$ cat config.mk
export PLATFORM = sky130hd
export DESIGN_NAME = ict_seq
export DESIGN_NICKNAME = d
export VERILOG_FILES = /design/src/core/ict_pkg.sv /design/src/core/ict_seq.sv
export SDC_FILE = /design/constraint.sdc
export NUM_CORES = 1
export LEC_CHECK = 0
export BUFFER_PORTS_ARGS = -buffer_cell sky130_fd_sc_hd__clkbuf_2
export CAP_MARGIN = 20
export CORE_MARGIN = 2
export CORE_UTILIZATION = 44
export CTS_CLUSTER_DIAMETER = 150
export DETAILED_ROUTE_END_ITERATION = 7
export HOLD_SLACK_MARGIN = 0.02
export PLACE_DENSITY = 0.65
export SLEW_MARGIN = 20
export SYNTH_ARGS = -nofsm -noshare
export SYNTH_HDL_FRONTEND = slang
export SYNTH_SLANG_ARGS = --single-unit
$ cat constraint.sdc
create_clock -name i_clk -period 2.6 [get_ports i_clk]
set_input_delay 0.78 -clock i_clk [delete_from_list [all_inputs] [get_ports i_clk]]
set_output_delay 0.78 -clock i_clk [all_outputs]
set_load 0.02 [all_outputs]
$ cat src/core/ict_pkg.sv
/*
  Package for the instruction cycle timing sequencer: opcode encodings,
  timing constants and the decode carrier struct.
  Assumes a single 25 MHz bus clock.
*/
package ict_pkg;

  localparam int unsigned CLK_HZ         = 25_000_000;
  localparam int unsigned CLK_PER_MC     = 4;
  localparam logic [2:0]  MC_ONE         = 3'h1;
  localparam logic [2:0]  MC_TWO         = 3'h2;
  localparam logic [2:0]  MC_THREE       = 3'h3;
  localparam logic [2:0]  MC_FIVE        = 3'h5;
  localparam logic [1:0]  LEN_ONE        = 2'h1;
  localparam logic [1:0]  LEN_TWO        = 2'h2;
  localparam logic [1:0]  LEN_THREE      = 2'h3;

  localparam logic [7:0] OP_NOP          = 8'h00;
  localparam logic [7:0] OP_BREAKPOINT   = 8'hA5;
  localparam logic [7:0] OP_INC_DATA_PTR = 8'hA3;
  localparam logic [7:0] OP_MUL          = 8'hA4;
  localparam logic [7:0] OP_DIV          = 8'h84;
  localparam logic [7:0] OP_CLR_A        = 8'hE4;
  localparam logic [7:0] OP_CPL_A        = 8'hF4;
  localparam logic [7:0] OP_ROT_L        = 8'h23;
  localparam logic [7:0] OP_ROT_LC       = 8'h33;
  localparam logic [7:0] OP_ROT_R        = 8'h03;
  localparam logic [7:0] OP_ROT_RC       = 8'h13;
  localparam logic [7:0] OP_SWAP         = 8'hC4;
  localparam logic [7:0] OP_DA_A         = 8'hD4;
  localparam logic [7:0] OP_LOGIC_AND_DI = 8'h53;
  localparam logic [7:0] OP_LOGIC_OR_DI  = 8'h43;
  localparam logic [7:0] OP_LOGIC_XOR_DI = 8'h63;

  typedef enum logic [1:0] {
    ICT_IDLE  = 2'b00,
    ICT_FETCH = 2'b01,
    ICT_EXEC  = 2'b11,
    ICT_BRK   = 2'b10
  } ict_state_e;

  typedef struct packed {
    logic       known;
    logic       brk;
    logic [1:0] len;
    logic [2:0] mcyc;
  } ict_dec_s;

endpackage

$ cat src/core/ict_seq.sv
/*
  Instruction cycle timing sequencer: decodes each fetched opcode into its
  byte length and machine cycle count and paces execution in machine
  cycles of four bus clocks, stretched by bus wait states.
  Assumes a memory interface unit that fetches bytes on request and flags
  completion with a one-cycle done pulse; its read timing sets fetch length.
*/
`timescale 1ns/1ns
`default_nettype none
module ict_seq
  import ict_pkg::*;
#(
  parameter int unsigned MC_CLOCKS = CLK_PER_MC
) (
  // Clock and reset
  input  wire logic       i_clk,
  input  wire logic       i_arst_n,
  // Control
  input  wire logic       i_run,
  // Memory interface unit fetch port
  output logic            o_fetch_req,
  input  wire logic       i_fetch_done,
  input  wire logic [7:0] i_fetch_data,
  // Internal bus wait state
  input  wire logic       i_bus_wait,
  // Status
  output logic [7:0]      o_opcode,
  output logic [2:0]      o_reg_sel,
  output logic [2:0]      o_mcyc_total,
  output logic [1:0]      o_len,
  output logic            o_insn_done,
  output logic            o_breakpoint,
  output logic            o_unknown,
  output logic [15:0]     o_clk_count
);

  // One clock per machine cycle leaves no room for the phase count
  if (MC_CLOCKS < 2 || MC_CLOCKS > 255) begin : g_mc_clocks_range
    $error("MC_CLOCKS out of range");
  end

  function automatic ict_dec_s decode(input logic [7:0] op);
    ict_dec_s d;
    logic [3:0] hi;
    logic [3:0] lo;
    d  = '{known: 1'b1, brk: 1'b0, len: LEN_ONE, mcyc: MC_ONE};
    hi = op[7:4];
    lo = op[3:0];
    if (op == OP_BREAKPOINT) begin
      d.brk = 1'b1;
    end else if (op == OP_INC_DATA_PTR) begin
      d.mcyc = MC_TWO;
    end else if (op == OP_MUL || op == OP_DIV) begin
      d.mcyc = MC_FIVE;
    end else if (op == OP_LOGIC_AND_DI || op == OP_LOGIC_OR_DI ||
                 op == OP_LOGIC_XOR_DI) begin
      d.len  = LEN_THREE;
      d.mcyc = MC_THREE;
    end else if (op == OP_NOP || op == OP_CLR_A || op == OP_CPL_A ||
                 op == OP_ROT_L || op == OP_ROT_LC || op == OP_ROT_R ||
                 op == OP_ROT_RC || op == OP_SWAP || op == OP_DA_A) begin
      d.mcyc = MC_ONE;
    end else if ((hi == 4'h7 && lo[3]) || (hi == 4'hA && lo[3])) begin
      d.len  = LEN_TWO; // Immediate or direct into bank register
      d.mcyc = MC_TWO;
    end else if ((hi <= 4'h6 || hi == 4'hE) && lo[3]) begin
      d.mcyc = MC_ONE;
    end else if (hi == 4'hF && lo[3]) begin
      d.mcyc = MC_ONE;
    end else if ((hi <= 4'h6 || hi == 4'hE) && lo[3:1] == 3'h3) begin
      d.mcyc = MC_ONE;
    end else if (hi <= 4'h1 && lo == 4'h4) begin
      d.mcyc = MC_ONE; // Increment or decrement accumulator
    end else if (((hi >= 4'h2 && hi <= 4'h6) || hi == 4'h7) && lo == 4'h4) begin
      d.len  = LEN_TWO;
      d.mcyc = MC_TWO;
    end else if ((hi <= 4'h6 || hi == 4'hE) && lo == 4'h5) begin
      d.len  = LEN_TWO;
      d.mcyc = MC_TWO;
    end else if (hi >= 4'h4 && hi <= 4'h6 && lo == 4'h2) begin
      d.len  = LEN_TWO; // Logic op into direct from accumulator
      d.mcyc = MC_TWO;
    end else begin
      d.known = 1'b0;
    end
    return d;
  endfunction

  localparam logic [7:0] MC_LAST = 8'(MC_CLOCKS - 1);

  ict_state_e  state_q, state_d;
  ict_dec_s    dec_q;
  logic [7:0]  phase_q;
  logic [2:0]  mc_q;
  logic [1:0]  bytes_q;
  logic [7:0]  opcode_q;
  logic [15:0] clk_cnt_q;
  logic        req_q;
  logic        done_q;
  logic        brk_q;
  logic        unk_q;

  ict_dec_s    dec_w;
  wire logic   first_byte = (bytes_q == 2'h0);
  wire logic   fetch_ok   = req_q && i_fetch_done;
  wire logic   take       = (state_q == ICT_FETCH) && fetch_ok;
  // Phase advances only when the bus is not stalled
  wire logic   tick       = (state_q == ICT_EXEC) && !i_bus_wait;
  wire logic   mc_end     = tick && (phase_q == MC_LAST);
  wire logic   mc_last    = mc_end && (mc_q + 3'h1 == dec_q.mcyc);
  wire logic   more_bytes = (bytes_q < dec_q.len);
  assign dec_w = decode(i_fetch_data);

  always_comb begin
    state_d = state_q;
    case (state_q)
      ICT_IDLE:  if (i_run) state_d = ICT_FETCH;
      ICT_FETCH: begin
        if (fetch_ok && first_byte && dec_w.brk) begin
          state_d = ICT_BRK;
        end else if (fetch_ok) begin
          state_d = ICT_EXEC;
        end
      end
      ICT_EXEC:  if (mc_last) state_d = i_run ? ICT_FETCH : ICT_IDLE;
      ICT_BRK:   if (!i_run) state_d = ICT_IDLE;
      default:   state_d = ICT_IDLE;
    endcase
  end

  // State and fetch handshake
  always_ff @(posedge i_clk or negedge i_arst_n) begin
    if (!i_arst_n) begin
      state_q <= ICT_IDLE;
      req_q   <= 1'b0;
      done_q  <= 1'b0;
    end else begin
      state_q <= state_d;
      done_q  <= mc_last;
      req_q   <= (state_d == ICT_FETCH) && !take;
    end
  end

  // Decoded status stands until the next opcode is taken
  always_ff @(posedge i_clk or negedge i_arst_n) begin
    if (!i_arst_n) begin
      opcode_q <= 8'h00;
      dec_q    <= '0;
      unk_q    <= 1'b0;
    end else if (take && first_byte) begin
      opcode_q <= i_fetch_data;
      dec_q    <= dec_w;
      unk_q    <= !dec_w.known;
    end
  end

  // Halt flag drops only once run is released in the halt state
  always_ff @(posedge i_clk or negedge i_arst_n) begin
    if (!i_arst_n) begin
      brk_q <= 1'b0;
    end else if (take && first_byte) begin
      brk_q <= dec_w.brk;
    end else if (state_q == ICT_BRK && !i_run) begin
      brk_q <= 1'b0;
    end
  end

  // Phase stalls on a wait while the clock count runs on, so waits add
  // clocks but never machine cycles
  always_ff @(posedge i_clk or negedge i_arst_n) begin
    if (!i_arst_n) begin
      phase_q   <= 8'h00;
      mc_q      <= 3'h0;
      clk_cnt_q <= 16'h0000;
    end else if (take && first_byte) begin
      phase_q   <= 8'h00;
      mc_q      <= 3'h0;
      clk_cnt_q <= 16'h0001;
    end else begin
      if (state_q != ICT_IDLE && state_q != ICT_BRK) begin
        clk_cnt_q <= clk_cnt_q + 16'h0001;
      end
      if (tick) begin
        phase_q <= mc_end ? 8'h00 : phase_q + 8'h01;
      end
      if (mc_end) begin
        mc_q <= mc_q + 3'h1;
      end
    end
  end

  // Operand bytes are counted as consumed one per machine cycle; outer
  // logic fetches them, so this count only bounds the instruction length
  always_ff @(posedge i_clk or negedge i_arst_n) begin
    if (!i_arst_n) begin
      bytes_q <= 2'h0;
    end else if (take && first_byte) begin
      bytes_q <= 2'h1;
    end else if (mc_last || (state_q == ICT_BRK && !i_run)) begin
      bytes_q <= 2'h0;
    end else if (mc_end && more_bytes) begin
      bytes_q <= bytes_q + 2'h1;
    end
  end

  assign o_fetch_req  = req_q;
  assign o_opcode     = opcode_q;
  assign o_reg_sel    = opcode_q[2:0];
  assign o_mcyc_total = dec_q.mcyc;
  assign o_len        = dec_q.len;
  assign o_insn_done  = done_q;
  assign o_breakpoint = brk_q;
  assign o_unknown    = unk_q;
  assign o_clk_count  = clk_cnt_q;

endmodule // ict_seq
`default_nettype wire

After elaboration in Yosys (flattened, before gate mapping)
Index checks and enable logic that the tools add are counted.
Word-level totals
  bits in registers: 48
  logic and storage cells: 155
Operators by class
  add/sub/neg operators: 4
  $lt $le $gt $ge: 5
  equality and inequality tests: 30
  multiplexer cells: 53
  reductions and logical operators: 51
Operator list (count)
  equality test 8 bit, second input constant: 8
  2-to-1 mux 16 bit: 2
  2-to-1 mux 2 bit: 15
  2-to-1 mux 5 bit: 6
  2-to-1 mux 3 bit: 9
  equality test 8 x 7 -> 1 bit, second input constant: 3
  2-to-1 mux 8 bit: 3
  logical AND 1 bit: 23
  2-to-1 mux 1 bit: 17
  adder 16 x 1 -> 16 bit, second input constant: 1
  equality test 8 x 2 -> 1 bit, second input constant: 2
  equality test 8 x 6 -> 1 bit, second input constant: 2
  logical OR 1 bit: 15
  equality test 4 x 3 -> 1 bit, second input constant: 3
  equality test 4 bit, second input constant: 3
  nonzero test 2 bit: 5
  adder 8 x 1 -> 8 bit, second input constant: 1
  equality test 8 x 5 -> 1 bit, second input constant: 1
  logical NOT 8 bit: 1
  one-hot mux 2 bit (4 select lines): 1
  equality test 2 x 1 -> 1 bit, second input constant: 2
  equality test 2 bit, second input constant: 2
  equality test 4 x 2 -> 1 bit, second input constant: 1
  >= comparator 4 x 2 -> 1 bit, second input constant: 1
  12 further kinds: 16

Logic depth before layout (Yosys ltp)
  depth in word-level cells: 17
  depth in mapped cells: 8

Least setup slack after synthesis
No wires, ideal clock.
  kind: input-to-reg
  start point: input i_bus_wait
  end point: register bytes_q[0]
  setup time: 0.104 ns
  arrival: 1.953 ns
  required time: 2.496 ns
  setup slack: 0.544 ns
  stages on the path: 5
  path buffers: 0
  cell sequence: nand4b_1 -> nor4_4 -> nand2_1 -> xnor2_1 -> a221oi_1
On the way
  longest elaborated chain between the ends: 7
  elaborated cells between the ends (all ways): 9
  classes of those cells: 2 x mux; 7 x reduce/logical
Ends and longest elaborated chain
  from (decl): line ict_seq.sv:25  | input wire logic i_bus_wait,
  logical NOT 1 bit *: line ict_seq.sv:108  | wire logic tick = (state_q == ICT_EXEC) && !i_bus_wait;
  logical AND 1 bit *: line ict_seq.sv:108
  logical AND 1 bit *: line ict_seq.sv:109  | wire logic mc_end = tick && (phase_q == MC_LAST);
  logical AND 1 bit: line ict_seq.sv:110  | wire logic mc_last = mc_end && (mc_q + 3'h1 == dec_q.mcyc);
  logical OR 1 bit: line ict_seq.sv:199  | end else if (mc_last || (state_q == ICT_BRK && !i_run)) begin
  2-to-1 mux 2 bit: line ict_seq.sv:199
  2-to-1 mux 2 bit: line ict_seq.sv:197  | end else if (take && first_byte) begin
  to (signal assigned): line ict_seq.sv:202  | bytes_q <= bytes_q + 2'h1;
  to (decl): line ict_seq.sv:95  | logic [1:0] bytes_q;
Every way passes the cells marked *; elsewhere a longest branch is shown, timed or not.
A chain may end at the register's enable or synchronous reset.

Worst setup path in the final report
  start point: register phase_q[4]
  end point: register phase_q[3]
On the way
  longest elaborated chain between the ends: 5
Ends and longest elaborated chain
  from (decl): line ict_seq.sv:93  | logic [7:0] phase_q;
  from (signal assigned): line ict_seq.sv:184  | phase_q <= mc_end ? 8'h00 : phase_q + 8'h01;
  equality test 8 x 2 -> 1 bit: line ict_seq.sv:109
  logical AND 1 bit: line ict_seq.sv:109
  2-to-1 mux 8 bit: line ict_seq.sv:184
  2-to-1 mux 8 bit: line ict_seq.sv:183  | if (tick) begin
  2-to-1 mux 8 bit: line ict_seq.sv:175  | end else if (take && first_byte) begin
Every way passes these cells. The select of a mux whose other input is x is not followed.

==> results.json <==
{
  "crit_arrival_ns": 2.15,
  "tritoncts": "done",
  "ys_seq_area_share_pct": 48.0,
  "drc_errors": 0,
  "io-pin-count": 49,
  "worst-slew-pin-transition_ns": 0.469,
  "antenna_found_initial": 0,
  "startpoint": "phase_q[4]$_DFFE_PN0P_",
  "grt_use_total_pct": 17.8,
  "layout.nets": 333,
  "grt_max_degree": 22,
  "p_per_area_nw_per_um2": 897,
  "synth_fa_ha_area_share_pct": 2.50,
  "hold_ws_ns": 0.420,
  "ctsResizeCount": 0,
  "path_max_fanout": 7,
  "die_area_um2": 6310,
  "area_growth_pct": 15.8,
  "slew_viol_final": 0,
  "drt-wirelength-per-cell_um": 13.6,
  "total_power_uw": 2600,
  "dp_slack_ns": 0.403,
  "io_buffers": 48,
  "yosys.area_share.simple_pct": 24.3,
  "numCtsBuffers": 5,
  "rr_endpoint": "phase_q[3]$_DFFE_PN0P_",
  "root_buffer": "clkbuf_8",
  "finalCritPeriodShare_pct": 75.2,
  "syn_area_um2": 2500,
  "clockBufferDepth": 2,
  "postCtsSetupRepairBufs": 0,
  "yosys_warnings": 0,
  "period_needed_ns": 1.96,
  "routabilityCongestion": 0.917,
  "via_per_inst": 5.25,
  "ys_seq_elements": 48,
  "vias": 2038,
  "detailed_place_hpwl_mm": 3.93,
  "routed_wl_mm": 5.29,
  "outcome": "complete, no violations",
  "die_w_um": 79.4,
  "fin_tns_setup_ns": 0,
  "cts_hold_buffers": 0,
  "synth_mux_area_share_pct": 1.20,
  "cap_viol_max_count": 0,
  "layout-drive-gt1-share_pct": 22.8,
  "drtIter0Drc": 92,
  "hp-class": "primary input to asynchronous set/reset pin",
  "fin_ws_ns": 0.645,
  "htreeDepth": 2,
  "start_util_pct": 45.5,
  "clk_pin_slew_ns": 0.09,
  "rrSetupSlack_ns": 0.64,
  "coreArea_um2": 5510,
  "ir_drop_v": 0.000415,
  "clock_skew_ns": 0.00344,
  "synthDistinctLibCells": 45,
  "most-common-layout-cells": "48 x dfrtp_1, 48 x clkbuf_2, 44 x nand2_1, 31 x nor2_1, 12 x a21oi_1",
  "power.leakage_uw": 0.00142,
  "endpoint": "phase_q[3]$_DFFE_PN0P_",
  "synthFlopType": "dfrtp_1",
  "maxClockFrequency_mhz": 511,
  "synth_edf_count": 0,
  "fillers": 520,
  "drtAntennaViolNets": 0,
  "grt_overflow": 0,
  "synth_top_family_by_area": "simple AND/OR/NAND/NOR gates",
  "synth-xor-area-share_pct": 7.70,
  "hold_viol": 0,
  "synth_compound_gate_area_share_pct": 12.4,
  "die_h_um": 79.4,
  "critPathLaunchType": "register",
  "synthCells": 270,
  "grt_pass1_wl_mm": 8.93,
  "endpoint_kind": "register",
  "critical_path_class": "register to register",
  "grt_setup_unrepaired": "no",
  "cts.sinks": 48,
  "antenna_cells": 0,
  "synthArstFlopShare_pct": 100,
  "drt-pass1-iter-count": 4,
  "avgSynthCellArea_um2": 9.27,
  "crit_required_ns": 2.79,
  "num_rows": 27,
  "slew_headroom_pct": 68.7,
  "setup_viol": 0,
  "r2r-start": "phase_q[4]$_DFFE_PN0P_",
  "worstSkewPairLatency_ns": 0.30,
  "syn-num-nets": 288,
  "grt_pass1_vias": 1975,
  "r2r_cells": 5
}
-- cells by family after synthesis --
| group | count (synthesis) |
|---|---|
| AND/OR/NAND/NOR | 123 |
| flip-flops | 48 |
| AO/OA/AOI/OAI | 47 |
| XOR/XNOR | 22 |
| buffers and inverters | 22 |
| adder cells (fa/ha/maj) | 5 |
| multiplexers | 3 |
-- synth_stat cells (2+ instances only) --
library cell / n / area [µm²]
clkbuf_1: 11 / 41.3
nor3b_1: 3 / 22.5
o211ai_1: 3 / 22.5
nor3_1: 4 / 20.0
a21o_1: 3 / 22.5
and4_1: 3 / 26.3
xor2_1: 11 / 96.3
nor2_1: 31 / 116
nand4_1: 5 / 31.3
and3_1: 7 / 43.8
a22o_1: 2 / 17.5
or2_2: 2 / 12.5
nor4b_1: 2 / 17.5
nand2_1: 44 / 165
nor2b_1: 2 / 12.5
ha_1: 5 / 62.6
xnor2_1: 11 / 96.3
mux2i_1: 3 / 30.0
a21oi_1: 12 / 60.1
a211oi_1: 2 / 15.0
o21ai_0: 11 / 55.1
or3_1: 5 / 31.3
inv_1: 6 / 22.5
dfrtp_1: 48 / 1200
a31o_2: 3 / 26.3
nand3_1: 7 / 35.0
buf_4: 4 / 30.0
a31oi_1: 2 / 12.5
o22a_1: 2 / 17.5
-- worst min path at each step --
stage	start	end	slack [ns]
2_1_floorplan	i_arst_n	bytes_q[0]$_DFFE_PN0P_	0.48
3_3_place_gp	o_opcode[4]$_DFFE_PN0P_	o_opcode[4]$_DFFE_PN0P_	0.46
3_5_place_dp	o_opcode[4]$_DFFE_PN0P_	o_opcode[4]$_DFFE_PN0P_	0.47
4_1_cts	i_arst_n	o_clk_count[1]$_DFFE_PN0P_	0.43
5_1_grt	i_arst_n	state_q[1]$_DFF_PN0_	0.43
6_report	i_arst_n	state_q[1]$_DFF_PN0_	0.42
-- per-stage QoR --
| stage | cells | utilization, % | area, µm² |
|---|---|---|---|
| floorplan | 270 | - | 2500 |
| global placement | 380 | 51.0 | 2810 |
| detailed placement | 380 | 51.0 | 2810 |
| CTS | 388 | 52.6 | 2900 |
| global route | 388 | 52.6 | 2900 |
| finish | 388 | 52.6 | 2900 |
-- worst max-delay path: stages, from the launching register on --
cell and delay, ns:
dfrtp_1 0.43, or4_4 0.58, nor4_4 0.29, buf_4 0.21
o21ai_0 0.09, a31o_2 0.25
-- sequential cells by signal (all words and copies together), names as in the netlist --
signal	cells
o_clk_count	16
o_opcode	8
phase_q	8
mc_q	3
o_mcyc_total	3
bytes_q	2
o_len	2
state_q	2
o_breakpoint	1
o_fetch_req	1
o_insn_done	1
o_unknown	1
-- area by class of cell --
| class | count | area, µm² | share of cell area [%] |
|---|---|---|---|
| clock buffers | 8 | 90.1 | 3.11 |
| flip-flops and latches | 48 | 1200 | 41.4 |
| inverters | 6 | 22.5 | 0.777 |
| repair buffers | 54 | 285 | 9.84 |
| well taps | 72 | 90.1 | 3.11 |
| multi-input cells | 200 | 1210 | 41.7 |
-- per-layer routing --
metal	vias up	track usage, %	wire length (µm)
li1	1017	-	-
met1	972	23.9	2570
met2	43	28.7	2470
met3	6	4.41	189
met4	0	4.66	53
met5	-	0	0
-- power breakdown --
part           total [µW]  switching [µW]  leakage, µW  internal (µW)
logic                 976             588     0.000748            387
clock network         460             242    0.0000455            217
registers            1170             212     0.000626            953
total                2600            1040      0.00142           1560
Note: power is estimated with default switching activity, not from simulation.
